[src/shared/spi_port_pkg.sv]
package spi_port_pkg;

  // Register indices; the bus byte address is four times the index
  localparam logic [7:0] CTRL_INDEX = 8'h2c;
  localparam logic [7:0] STATUS_INDEX = 8'h2d;
  localparam logic [7:0] DATA_INDEX = 8'h2e;
  localparam logic [7:0] PIN_DIR_INDEX = 8'h2f;

  // Control register fields
  localparam int unsigned CTRL_IRQ_EN = 7;
  localparam int unsigned CTRL_PORT_EN = 6;
  localparam int unsigned CTRL_LSB_FIRST = 5;
  localparam int unsigned CTRL_MASTER = 4;
  localparam int unsigned CTRL_CLK_POLARITY_BIT = 3;
  localparam int unsigned CTRL_CLK_PHASE_BIT = 2;
  localparam int unsigned CTRL_RATE_HI = 1;
  localparam int unsigned CTRL_RATE_LO = 0;

  // Status register fields
  localparam int unsigned STAT_DONE = 7;
  localparam int unsigned STAT_WRITE_COLLISION_FLAG = 6;
  localparam int unsigned STAT_DOUBLE = 0;

  // Pin direction register fields
  localparam int unsigned DIR_MOSI = 0;
  localparam int unsigned DIR_MISO = 1;
  localparam int unsigned DIR_SCK = 2;
  localparam int unsigned DIR_SS = 3;
  localparam int unsigned SS_LEVEL = 4;

  localparam logic [7:0] CTRL_RESET = 8'h00;
  localparam logic [7:0] STATUS_RESET = 8'h00;
  localparam logic [7:0] PIN_DIR_RESET = 8'h00;
  localparam logic [4:0] PIN_DIR_MASK = 5'h1f;

  // Half periods of SCK in system clocks, per divisor
  localparam logic [6:0] HALF_DIV2 = 7'h01;
  localparam logic [6:0] HALF_DIV4 = 7'h02;
  localparam logic [6:0] HALF_DIV8 = 7'h04;
  localparam logic [6:0] HALF_DIV16 = 7'h08;
  localparam logic [6:0] HALF_DIV32 = 7'h10;
  localparam logic [6:0] HALF_DIV64 = 7'h20;
  localparam logic [6:0] HALF_DIV128 = 7'h40;

  localparam logic [3:0] LAST_EDGE = 4'hf;
  localparam logic [2:0] LAST_BIT = 3'h7;

  typedef struct packed {
    logic sck;
    logic mosi;
    logic miso;
    logic ss;
  } pin_s;

  typedef enum logic {
    master_idle,
    master_run
  } master_state_e;

endpackage

[src/core/spi_master_slave_port.sv]
// Chosen here: the APB slave port.
`timescale 1ns/10ps
module spi_master_slave_port #(
  parameter int unsigned ADDR_W = 8
) (
  input wire logic pclk,
  input wire logic presetn,
  input wire logic psel,
  input wire logic penable,
  input wire logic pwrite,
  input wire logic [ADDR_W-1:0] paddr,
  input wire logic [31:0] pwdata,
  output logic [31:0] prdata,
  output logic pready,
  output logic pslverr,
  input wire spi_port_pkg::pin_s pins_in,
  output spi_port_pkg::pin_s pins_out,
  output spi_port_pkg::pin_s pins_oe_n,
  input wire logic global_irq_enable,
  input wire logic irq_ack,
  output logic irq
);
  import spi_port_pkg::*;

  function automatic logic [ADDR_W-1:0] byte_addr(input logic [7:0] index);
    byte_addr = ADDR_W'({index, 2'b00});
  endfunction

  function automatic logic [6:0] half_period(input logic dbl, input logic [1:0] rate);
    unique case ({dbl, rate})
      3'b000: half_period = HALF_DIV4;
      3'b001: half_period = HALF_DIV16;
      3'b010: half_period = HALF_DIV64;
      3'b011: half_period = HALF_DIV128;
      3'b100: half_period = HALF_DIV2;
      3'b101: half_period = HALF_DIV8;
      3'b110: half_period = HALF_DIV32;
      3'b111: half_period = HALF_DIV64;
    endcase
  endfunction

  // Shift one received bit into the byte in the selected order
  function automatic logic [7:0] shift_in(input logic [7:0] cur, input logic lsb,
                                          input logic b);
    shift_in = lsb ? {b, cur[7:1]} : {cur[6:0], b};
  endfunction

  // Move the next transmit bit into the output position
  function automatic logic [7:0] shift_out(input logic [7:0] cur, input logic lsb);
    shift_out = lsb ? {1'b0, cur[7:1]} : {cur[6:0], 1'b0};
  endfunction

  // Bit presented on the data pin
  function automatic logic first_bit(input logic [7:0] cur, input logic lsb);
    first_bit = lsb ? cur[0] : cur[7];
  endfunction

  ////////////////////////////////////////////////////////////////////////////
  // Registers and decode
  logic [7:0] control;
  logic double_rate;
  logic [4:0] pin_dir;
  logic done_flag;
  logic write_collision_flag_flag;
  logic done_armed;
  logic write_collision_flag_armed;
  logic [7:0] rx_buffer;
  logic [7:0] tx_hold;
  logic [7:0] tx_shift;
  logic [7:0] rx_shift;
  logic [2:0] bit_cnt;
  logic [3:0] edge_cnt;
  logic [6:0] div_cnt;
  logic sck_level;
  master_state_e state;
  logic ss_s1, ss_s2, sck_s1, sck_s2, sck_s3, mosi_s1, mosi_s2;

  logic sel_ctrl, sel_stat, sel_data, sel_dir, mapped;
  logic access, wr, rd, data_wr, data_access, stat_rd;
  logic port_en, is_master, clk_polarity_bit, clk_phase_bit, lsb_first;
  logic ss_input_low, mode_fault, slave_active;
  logic m_tick, m_lead, m_last, s_lead, s_trail, lead, trail;
  logic sample_edge, setup_edge, in_bit, busy, start, xfer_done;

  assign sel_ctrl = paddr == byte_addr(CTRL_INDEX);
  assign sel_stat = paddr == byte_addr(STATUS_INDEX);
  assign sel_data = paddr == byte_addr(DATA_INDEX);
  assign sel_dir = paddr == byte_addr(PIN_DIR_INDEX);
  assign mapped = sel_ctrl | sel_stat | sel_data | sel_dir;

  assign pready = psel & penable;
  assign pslverr = psel & penable & ~mapped;
  assign access = psel & penable & mapped;
  assign wr = access & pwrite;
  assign rd = access & ~pwrite;
  assign data_wr = wr & sel_data;
  assign data_access = access & sel_data;
  assign stat_rd = rd & sel_stat;

  assign port_en = control[CTRL_PORT_EN];
  assign is_master = control[CTRL_MASTER];
  assign clk_polarity_bit = control[CTRL_CLK_POLARITY_BIT];
  assign clk_phase_bit = control[CTRL_CLK_PHASE_BIT];
  assign lsb_first = control[CTRL_LSB_FIRST];

  // Read data sampled in the setup cycle
  always_ff @(posedge pclk or negedge presetn) begin
    if (!presetn) begin
      prdata <= 32'h0000_0000;
    end else if (psel && !penable) begin
      prdata <= 32'h0000_0000;
      if (sel_ctrl) begin
        prdata[7:0] <= control;
      end else if (sel_stat) begin
        prdata[7:0] <= {done_flag, write_collision_flag_flag, 5'h00, double_rate};
      end else if (sel_data) begin
        prdata[7:0] <= rx_buffer;
      end else if (sel_dir) begin
        prdata[4:0] <= pin_dir;
      end
    end
  end

  always_ff @(posedge pclk or negedge presetn) begin
    if (!presetn) begin
      control <= CTRL_RESET;
    end else begin
      if (wr && sel_ctrl) begin
        control <= pwdata[7:0];
      end
      if (mode_fault) begin
        control[CTRL_MASTER] <= 1'b0;
      end
    end
  end

  always_ff @(posedge pclk or negedge presetn) begin
    if (!presetn) begin
      double_rate <= STATUS_RESET[STAT_DOUBLE];
      pin_dir <= PIN_DIR_RESET[4:0];
    end else begin
      if (wr && sel_stat) begin
        double_rate <= pwdata[STAT_DOUBLE];
      end
      if (wr && sel_dir) begin
        pin_dir <= pwdata[4:0] & PIN_DIR_MASK;
      end
    end
  end

  ////////////////////////////////////////////////////////////////////////////
  // Flags: a set in the clearing cycle wins
  always_ff @(posedge pclk or negedge presetn) begin
    if (!presetn) begin
      done_flag <= STATUS_RESET[STAT_DONE];
      write_collision_flag_flag <= STATUS_RESET[STAT_WRITE_COLLISION_FLAG];
      done_armed <= 1'b0;
      write_collision_flag_armed <= 1'b0;
    end else begin
      if (xfer_done || mode_fault) begin
        done_flag <= 1'b1;
      end else if (irq_ack || (data_access && (done_armed || write_collision_flag_armed))) begin
        done_flag <= 1'b0;
      end
      if (data_wr && busy) begin
        write_collision_flag_flag <= 1'b1;
      end else if (data_access && write_collision_flag_armed) begin
        write_collision_flag_flag <= 1'b0;
      end
      if (stat_rd) begin
        // Arm only on flags software actually saw in the captured read data
        done_armed <= prdata[STAT_DONE];
        write_collision_flag_armed <= prdata[STAT_WRITE_COLLISION_FLAG];
      end else if (data_access) begin
        done_armed <= 1'b0;
        write_collision_flag_armed <= 1'b0;
      end
    end
  end

  assign irq = control[CTRL_IRQ_EN] & done_flag & global_irq_enable;

  ////////////////////////////////////////////////////////////////////////////
  // Pin synchronisers
  always_ff @(posedge pclk or negedge presetn) begin
    if (!presetn) begin
      ss_s1 <= 1'b1;
      ss_s2 <= 1'b1;
      sck_s1 <= 1'b0;
      sck_s2 <= 1'b0;
      sck_s3 <= 1'b0;
      mosi_s1 <= 1'b0;
      mosi_s2 <= 1'b0;
    end else begin
      ss_s1 <= pins_in.ss;
      ss_s2 <= ss_s1;
      sck_s1 <= pins_in.sck;
      sck_s2 <= sck_s1;
      sck_s3 <= sck_s2;
      mosi_s1 <= pins_in.mosi;
      mosi_s2 <= mosi_s1;
    end
  end

  assign ss_input_low = ~pin_dir[DIR_SS] & ~ss_s2;
  assign mode_fault = port_en & is_master & ss_input_low;
  assign slave_active = port_en & ~is_master & ~ss_s2;

  ////////////////////////////////////////////////////////////////////////////
  // Edge generation
  assign s_lead = slave_active & (clk_polarity_bit ? (~sck_s2 & sck_s3) : (sck_s2 & ~sck_s3));
  assign s_trail = slave_active & (clk_polarity_bit ? (sck_s2 & ~sck_s3) : (~sck_s2 & sck_s3));
  assign m_tick = (state == master_run) &&
                  (div_cnt == half_period(double_rate, control[1:0]) - 7'h01);
  assign m_lead = m_tick & ~edge_cnt[0];
  assign m_last = m_tick & (edge_cnt == LAST_EDGE);
  assign lead = is_master ? m_lead : s_lead;
  assign trail = is_master ? (m_tick & edge_cnt[0]) : s_trail;
  assign sample_edge = clk_phase_bit ? trail : lead;
  assign setup_edge = clk_phase_bit ? lead : trail;
  assign in_bit = is_master ? pins_in.miso : mosi_s2;

  assign busy = (state == master_run) | (slave_active & (bit_cnt != 3'h0));
  assign start = data_wr & ~busy & port_en & is_master & ~mode_fault;
  assign xfer_done = is_master ? m_last : (sample_edge & (bit_cnt == LAST_BIT));

  ////////////////////////////////////////////////////////////////////////////
  // Master clock generator
  always_ff @(posedge pclk or negedge presetn) begin
    if (!presetn) begin
      state <= master_idle;
      div_cnt <= 7'h00;
      edge_cnt <= 4'h0;
      sck_level <= 1'b0;
    end else begin
      unique case (state)
        master_idle: begin
          div_cnt <= 7'h00;
          edge_cnt <= 4'h0;
          sck_level <= clk_polarity_bit;
          if (start) begin
            state <= master_run;
          end
        end
        master_run: begin
          if (mode_fault || !port_en || !is_master) begin
            state <= master_idle;
          end else if (m_tick) begin
            div_cnt <= 7'h00;
            sck_level <= ~sck_level;
            edge_cnt <= edge_cnt + 4'h1;
            if (m_last) begin
              state <= master_idle;
            end
          end else begin
            div_cnt <= div_cnt + 7'h01;
          end
        end
      endcase
    end
  end

  ////////////////////////////////////////////////////////////////////////////
  // Shift registers and receive buffer
  always_ff @(posedge pclk or negedge presetn) begin
    if (!presetn) begin
      tx_hold <= 8'h00;
      tx_shift <= 8'h00;
      rx_shift <= 8'h00;
      bit_cnt <= 3'h0;
      rx_buffer <= 8'h00;
    end else begin
      if (data_wr && !busy) begin
        tx_hold <= pwdata[7:0];
        tx_shift <= pwdata[7:0];
      end else if (!is_master && (ss_s2 || !port_en)) begin
        tx_shift <= tx_hold;
      end else if (setup_edge && bit_cnt != 3'h0) begin
        tx_shift <= shift_out(tx_shift, lsb_first);
      end
      if (start || (!is_master && ss_s2) || state == master_idle && is_master) begin
        bit_cnt <= 3'h0;
        rx_shift <= 8'h00;
      end else if (sample_edge) begin
        bit_cnt <= bit_cnt + 3'h1;
        rx_shift <= shift_in(rx_shift, lsb_first, in_bit);
      end
      // In slave mode, or with trailing-edge sampling, the last bit arrives in the done cycle itself
      if (xfer_done) begin
        rx_buffer <= sample_edge ? shift_in(rx_shift, lsb_first, in_bit) : rx_shift;
      end
    end
  end

  ////////////////////////////////////////////////////////////////////////////
  // Pin drive; an enable low means the pin is driven
  always_comb begin
    pins_out.sck = (state == master_run) ? sck_level : clk_polarity_bit;
    pins_out.mosi = first_bit(tx_shift, lsb_first);
    pins_out.miso = first_bit(tx_shift, lsb_first);
    pins_out.ss = pin_dir[SS_LEVEL];
    pins_oe_n.sck = ~(port_en & is_master & pin_dir[DIR_SCK]);
    pins_oe_n.mosi = ~(port_en & is_master & pin_dir[DIR_MOSI]);
    pins_oe_n.miso = ~(slave_active & pin_dir[DIR_MISO]);
    pins_oe_n.ss = ~(port_en & is_master & pin_dir[DIR_SS]);
  end

endmodule

[config.mk]
export PLATFORM = sky130hd
export DESIGN_NAME = spi_master_slave_port
export DESIGN_NICKNAME = d
export VERILOG_FILES = /design/src/shared/spi_port_pkg.sv /design/src/core/spi_master_slave_port.sv
export SDC_FILE = /design/constraint.sdc
export NUM_CORES = 1
export LEC_CHECK = 0
export BUFFER_PORTS_ARGS = -buffer_cell sky130_fd_sc_hd__buf_2
export CAP_MARGIN = 20
export CORE_MARGIN = 3
export CORE_UTILIZATION = 35
export DETAILED_ROUTE_END_ITERATION = 6
export PLACE_DENSITY = 0.54
export SLEW_MARGIN = 0
export SYNTH_ARGS = -nofsm -noshare
export SYNTH_HDL_FRONTEND = slang
export SYNTH_SLANG_ARGS = --single-unit
[constraint.sdc]
create_clock -name pclk -period 2.5 [get_ports pclk]
set_input_delay 0.75 -clock pclk [delete_from_list [all_inputs] [get_ports pclk]]
set_output_delay 0.75 -clock pclk [all_outputs]
set_load 0.1 [all_outputs]
==> run_results.csv, run 1 <==
group,metric,value,unit
yosys,yosysWarningCount,0,
clocking,h-tree-depth,3,
yosys,synth_area,4440,µm²
worst_setup_path,crit_type,"flip-flop to output port",
min_path,hp-class,"primary input to async pin",
drt,wirelength,10700,µm
worst_setup_path,critPathMaxFanout,15,
worst_setup_path,arrival,1.61,ns
worst_setup_path,crit_family,"flip-flops",
clocking,cts_root_buf,"clkbuf_16",
floorplan,chipWidth,119,µm
clocking,clk_pin_slew_worst_paths,0.06,ns
worst_setup_path,cp.buffers_inverters,1,
clocking,clock_sinks,81,
timing,rsz0062_at_grt,"false",
drt,drc_errors,0,
drt,vias,3435,
yosys,synth_ff_type,"dfrtp_1",
yosys,yosysMostFrequentCell,"dfrtp_1",
global_route,grt_util_all_layers,15.5,%
place,port_buffers,45,
layout,fin_cells,695,
worst_setup_path,critPathLaunchType,"flip-flop",
worst_setup_path,cp_num_cells,2,
drt,first_pass_iters,4,
timing,period_share,94.3,%
worst_setup_path,crit_required,1.75,ns
clocking,clock_latency,0.34,ns
yosys,yosysUniqueCellTypes,56,
power_and_ir_drop,vdd.ir_drop.worst,0.000360,V
worst_setup_path,critPathSlowestCell,"dfrtp_1",
global_route,grt_pass1_vias,3225,
power_and_ir_drop,power_density,598,nW/µm²
run_status,status,"finished clean",
worst_setup_path,r2r-start,"div_cnt[5]",
place,place_inst,679,
timing,setup_slack,0.144,ns
global_route,antenna_found_initial,0,
yosys,synth.area.top_cells,"dfrtp_1, mux2i_1, mux2_2",
worst_setup_path,r2r_slack,0.18,ns
layout,finalNetCount,578,
yosys,synthArstFlopShare,100,%
yosys,synth_seq_cells,81,
yosys,yosys.area.top_type,"dfrtp_1",
place,place_ws,-0.0506,ns
layout,post-route-util,44.0,%
yosys,netlist.area_leader.share,44.5,%
yosys,synth_edf_count,0,
worst_setup_path,r2r_cells,8,
worst_setup_path,max_stage_delay,0.59,ns
floorplan,row_count,40,
drt,ant_nets,0,
timing,drv_slew,0,
floorplan,coreArea,12200,µm²
drt,drt-initial-drc-count,150,
place,gp_congestion,0.778,
floorplan,fp.dieH,119,µm
job,maxCapViolCount,0,
clocking,numCtsBuffers,9,
floorplan,ios,94,
place,post-dp-hpwl,7880,µm
drt,wl_per_cell,15.4,µm
global_route,grt_overflow,0,
global_route,grt_max_degree,57,
timing,finClkSkew,0.00948,ns
yosys,synthCells,462,
timing,finalHoldViolCount,0,
yosys,synth-seq-area-share,45.7,%
layout,drive_above_1_share,26.4,%
worst_setup_path,path_cells,"mux2_2, buf_2",
floorplan,dieArea,14100,µm²
clocking,cts_tree,"yes",
worst_setup_path,r2r-end,"tx_shift[4]",
drt,detail_route.vias_per_cell,4.94,
clocking,cts_hold_buf,0,
clocking,clockBufferDepth,2,
clocking,cts_setup_buffers,0,
worst_setup_path,critPathLaunch,"state",
clocking,cts_resized,0,
yosys,synth_common_cells,"dfrtp_1, nand2_1, nor2_1",
yosys,syn_area_per_cell,9.61,µm²
layout,syn_to_final_growth,20.9,%
global_route,grt_pass1_wl,17400,µm
power_and_ir_drop,p_leak,0.00248,µW
worst_setup_path,cp-endpoint,"pins_out[3]",
timing,fmax,424,MHz
worst_setup_path,end_kind,"output port",
layout,diodes,0,
floorplan,start_util,36.4,%
timing,post-route-min-period,2.36,ns
timing,setup_violations,0,
## layout by cell type (no fill, tap or decap), drive strengths merged, types with 8 or more instances in the layout
cell type,n
conb,24
dfrtp,79
nor2,43
o221a,8
buf,75
mux2,22
mux2i,26
inv,12
a21oi,18
nand2,62
o21ai,34
clkbuf,10
nand3,19
## area by class of cell
cell class	instances	area [µm²]
flip-flops and latches	81	2030
repair buffers	75	529
multi-input cells	343	2210
clock buffers	10	239
clock inverters	6	105
fillers	1179	6840
inverters	12	45.0
well taps	168	210
## layer usage
metal / up-vias / wire, µm / track usage, %
met3: 8 / 600 / 4.74
met4: 0 / 146 / 3.91
met1: 1658 / 5030 / 21.8
met2: 85 / 4910 / 23.2
li1: 1684 / - / -
met5: - / 0 / 0
## through the flow
| stage | hold WS, ns | total power, µW | setup TNS (ns) | cell area, µm² |
|---|---|---|---|---|
| 3_3_place_gp | 0.337 | 1710 | -0.108 | 5010 |
| 5_1_grt | 0.335 | 3330 | 0 | 5370 |
| 4_1_cts | 0.327 | 3250 | 0 | 5360 |
| 6_report | 0.321 | 3210 | 0 | 5370 |
| 3_5_place_dp | 0.336 | 1710 | -0.306 | 5010 |
| 2_1_floorplan | 0.331 | 1640 | -0.133 | 4570 |
## worst min-delay path by stage
stage / start / endpoint / slack [ns] / cells after the start
final: presetn / done_armed / 0.32 / 1
after global routing: presetn / prdata[7] / 0.34 / 1
after CTS: presetn / control[7] / 0.33 / 1
after detailed placement: mosi_s1 / mosi_s2 / 0.34 / 0
after global placement: sck_s1 / sck_s2 / 0.34 / 0
after floorplan: mosi_s1 / mosi_s2 / 0.33 / 0
## report_power, final
part	switching, µW	internal, µW
Combinational	276	69.5
Sequential	13.0	1330
Clock	527	998
Total	816	2400
## state kept, by name (all words and copies together), names as in the netlist, 3 cells and up
register / flops
div_cnt: 7
rx_shift: 8
tx_shift: 8
pin_dir: 5
edge_cnt: 4
prdata: 8
tx_hold: 8
rx_buffer: 8
control: 8
bit_cnt: 3
## cell families after synthesis
kind of cell	after synthesis	synth area share, %
multiplexers	49	12.0
AO/OA/AOI/OAI	90	13.9
flip-flops	81	45.7
AND/OR/NAND/NOR	167	17.7
XOR/XNOR	8	1.58
buffers and inverters	61	7.67
adder cells (fa/ha/maj)	5	1.41
other	1	0.0845
No activity file was read; power rests on OpenSTA's default activity.
==> run 2, diff against run 1 <==
--- a/config.mk
+++ b/config.mk
@@ -5,6 +5,7 @@
 export SDC_FILE = /design/constraint.sdc
 export NUM_CORES = 1
 export LEC_CHECK = 0
+export ABC_AREA = 1
 export BUFFER_PORTS_ARGS = -buffer_cell sky130_fd_sc_hd__buf_2
 export CAP_MARGIN = 20
 export CORE_MARGIN = 3
==> run 2 against run 1 <==
Effect of this change: combinational power grew 20%; via count rose by 13%; first-iteration DRC count grew 64%; hold slack gained 0.0096 ns.
==> run_results.csv, run 2 <==
group,metric,value,unit
run_status,status,"finished clean",
timing,fin_tns_setup,0,ns
timing,drv_slew,0,
yosys,synthArstFlopShare,100,%
yosys,synth_area,4550,µm²
yosys,synth_edf_count,0,
worst_setup_path,arrival,1.70,ns
drt,wirelength,11200,µm
place,gp_congestion,0.799,
worst_setup_path,critPathMaxFanout,3,
yosys,yosys.area.top_type,"dfrtp_1",
worst_setup_path,critPathLaunchType,"primary input",
place,place_ws,-0.0529,ns
floorplan,chipWidth,120,µm
power_and_ir_drop,vdd.ir_drop.worst,0.000309,V
yosys,yosysWarningCount,0,
worst_setup_path,max_stage_delay,0.18,ns
layout,diodes,0,
yosys,synth_ff_type,"dfrtp_1",
layout,finalNetCount,699,
clocking,clock_sinks,81,
yosys,synth-seq-area-share,44.6,%
drt,ant_nets,0,
layout,drive_above_1_share,21.5,%
timing,setup_violations,0,
drt,first_pass_iters,4,
floorplan,fp.dieH,120,µm
timing,finClkSkew,0.00754,ns
drt,drc_errors,0,
clocking,clock_latency,0.33,ns
worst_setup_path,critPathSlowestCell,"buf_12",
floorplan,coreArea,12700,µm²
worst_setup_path,end_kind,"output port",
yosys,netlist.area_leader.share,43.4,%
timing,post-route-min-period,2.45,ns
job,maxCapViolCount,0,
floorplan,ios,94,
min_path,hp-class,"primary input to async pin",
timing,fmax,408,MHz
floorplan,dieArea,14400,µm²
layout,syn_to_final_growth,21.0,%
yosys,synth_common_cells,"nand2_1, dfrtp_1, inv_1",
place,post-dp-hpwl,8430,µm
floorplan,row_count,41,
global_route,grt_pass1_wl,18300,µm
layout,layout_commonest_cell,"nand2_1",
place,port_buffers,45,
global_route,antenna_found_initial,0,
global_route,grt_overflow,0,
yosys,yosysUniqueCellTypes,39,
global_route,grt_pass1_vias,3584,
worst_setup_path,crit_type,"primary input to output port",
layout,post-route-util,43.5,%
drt,vias,3881,
timing,finalHoldViolCount,0,
clocking,clk_pin_slew_worst_paths,0.06,ns
clocking,clockBufferDepth,2,
yosys,yosysMostFrequentCell,"nand2_1",
yosys,syn_area_per_cell,7.89,µm²
layout,fin_cells,820,
timing,period_share,98.0,%
yosys,synthCells,577,
power_and_ir_drop,p_leak,0.00272,µW
place,place_inst,801,
worst_setup_path,path_cells,"buf_6, inv_12, nor2_4, nand3_4, inv_4, nand4_4, inv_4, nor2_4, nand3_2, nor2_4, buf_12",
layout,final_cell_mix,"nand2_1, dfrtp_1, inv_1",
global_route,grt_max_degree,39,
worst_setup_path,crit_path_frequent_cell,"nor2_4",
drt,drt-initial-drc-count,246,
clocking,cts_hold_buf,0,
drt,wl_per_cell,13.7,µm
clocking,cts_root_buf,"clkbuf_16",
yosys,synth_seq_cells,81,
power_and_ir_drop,power_density,570,nW/µm²
power_and_ir_drop,power,3140,µW
yosys,synth.area.top_cells,"dfrtp_1, nand2_1, inv_1",
clocking,h-tree-depth,3,
clocking,numCtsBuffers,9,
floorplan,start_util,35.9,%
clocking,cts_tree,"yes",
timing,setup_slack,0.0493,ns
global_route,grt_util_all_layers,16.1,%
drt,detail_route.vias_per_cell,4.73,
worst_setup_path,crit_required,1.75,ns
[run 2: what timing repair did]
item	in CTS	in global routing
pin swaps	1	6
hold endpoints to repair	0	0
setup buffers	0	2
endpoints found under the setup margin	1	2
gates resized for setup	2	7
[run 2: logic make-up (layout without fill, tap and decap cells)]
logic type      after synthesis  count (layout)  share of synthesized area (%)
xor+xnor                      2               2                          0.385
other cells                   1              24                         0.0824
buf+inv                     104             152                           11.4
flops                        81              81                           44.6
mux                           1               1                          0.220
compound gates               89              89                           11.2
fa+ha+maj                     5               5                           1.37
simple gates                294             294                           30.8
[run 2: through the flow]
stage          instance area, µm²  hold WS, ns
2_1_floorplan                4710        0.331
3_3_place_gp                 5130        0.333
3_5_place_dp                 5130        0.335
4_1_cts                      5460        0.338
5_1_grt                      5510        0.352
6_report                     5510        0.330
[run 2: worst paths after layout]
check                              end  cells after the start  slack, ns        from
setup reg to reg           tx_shift[3]                     12       0.47  bit_cnt[0]
setup / recovery               pslverr                     11       0.05    paddr[7]
max in group asynchronous        ss_s2                      2       1.56     presetn
hold / removal              tx_hold[7]                      1       0.33     presetn
min in group pclk               sck_s2                      0       0.35      sck_s1
hold reg to reg                 sck_s2                      0       0.35      sck_s1
[run 2: area by class of cell]
cell class | count | area (µm²)
Clock inverter | 4 | 50.0
Fill cell | 1273 | 7160
Multi-Input combinational cell | 415 | 2170
Timing Repair Buffer | 69 | 508
Inverter | 67 | 273
Tap cell | 172 | 215
Sequential cell | 81 | 2030
Clock buffer | 12 | 267
[run 2: report_power, final]
part	internal, µW	switching [µW]	total [µW]
combinational	67.2	346	413
sequential	1330	15.3	1350
clock	854	527	1380
total	2260	888	3140
[run 2: critical path, delay by kind of cell]
family                 cells  cell delay [ns]
buffers and inverters      5             0.43
and+or+nand+nor            6             0.51
[run 2: per-layer routing]
metal | up-vias | GRT usage (%) | wire length, µm
li1 | 1954 | - | -
met1 | 1815 | 22.7 | 5260
met2 | 96 | 25.3 | 5280
met3 | 16 | 2.17 | 496
met4 | 0 | 5.58 | 190
met5 | - | 0 | 0
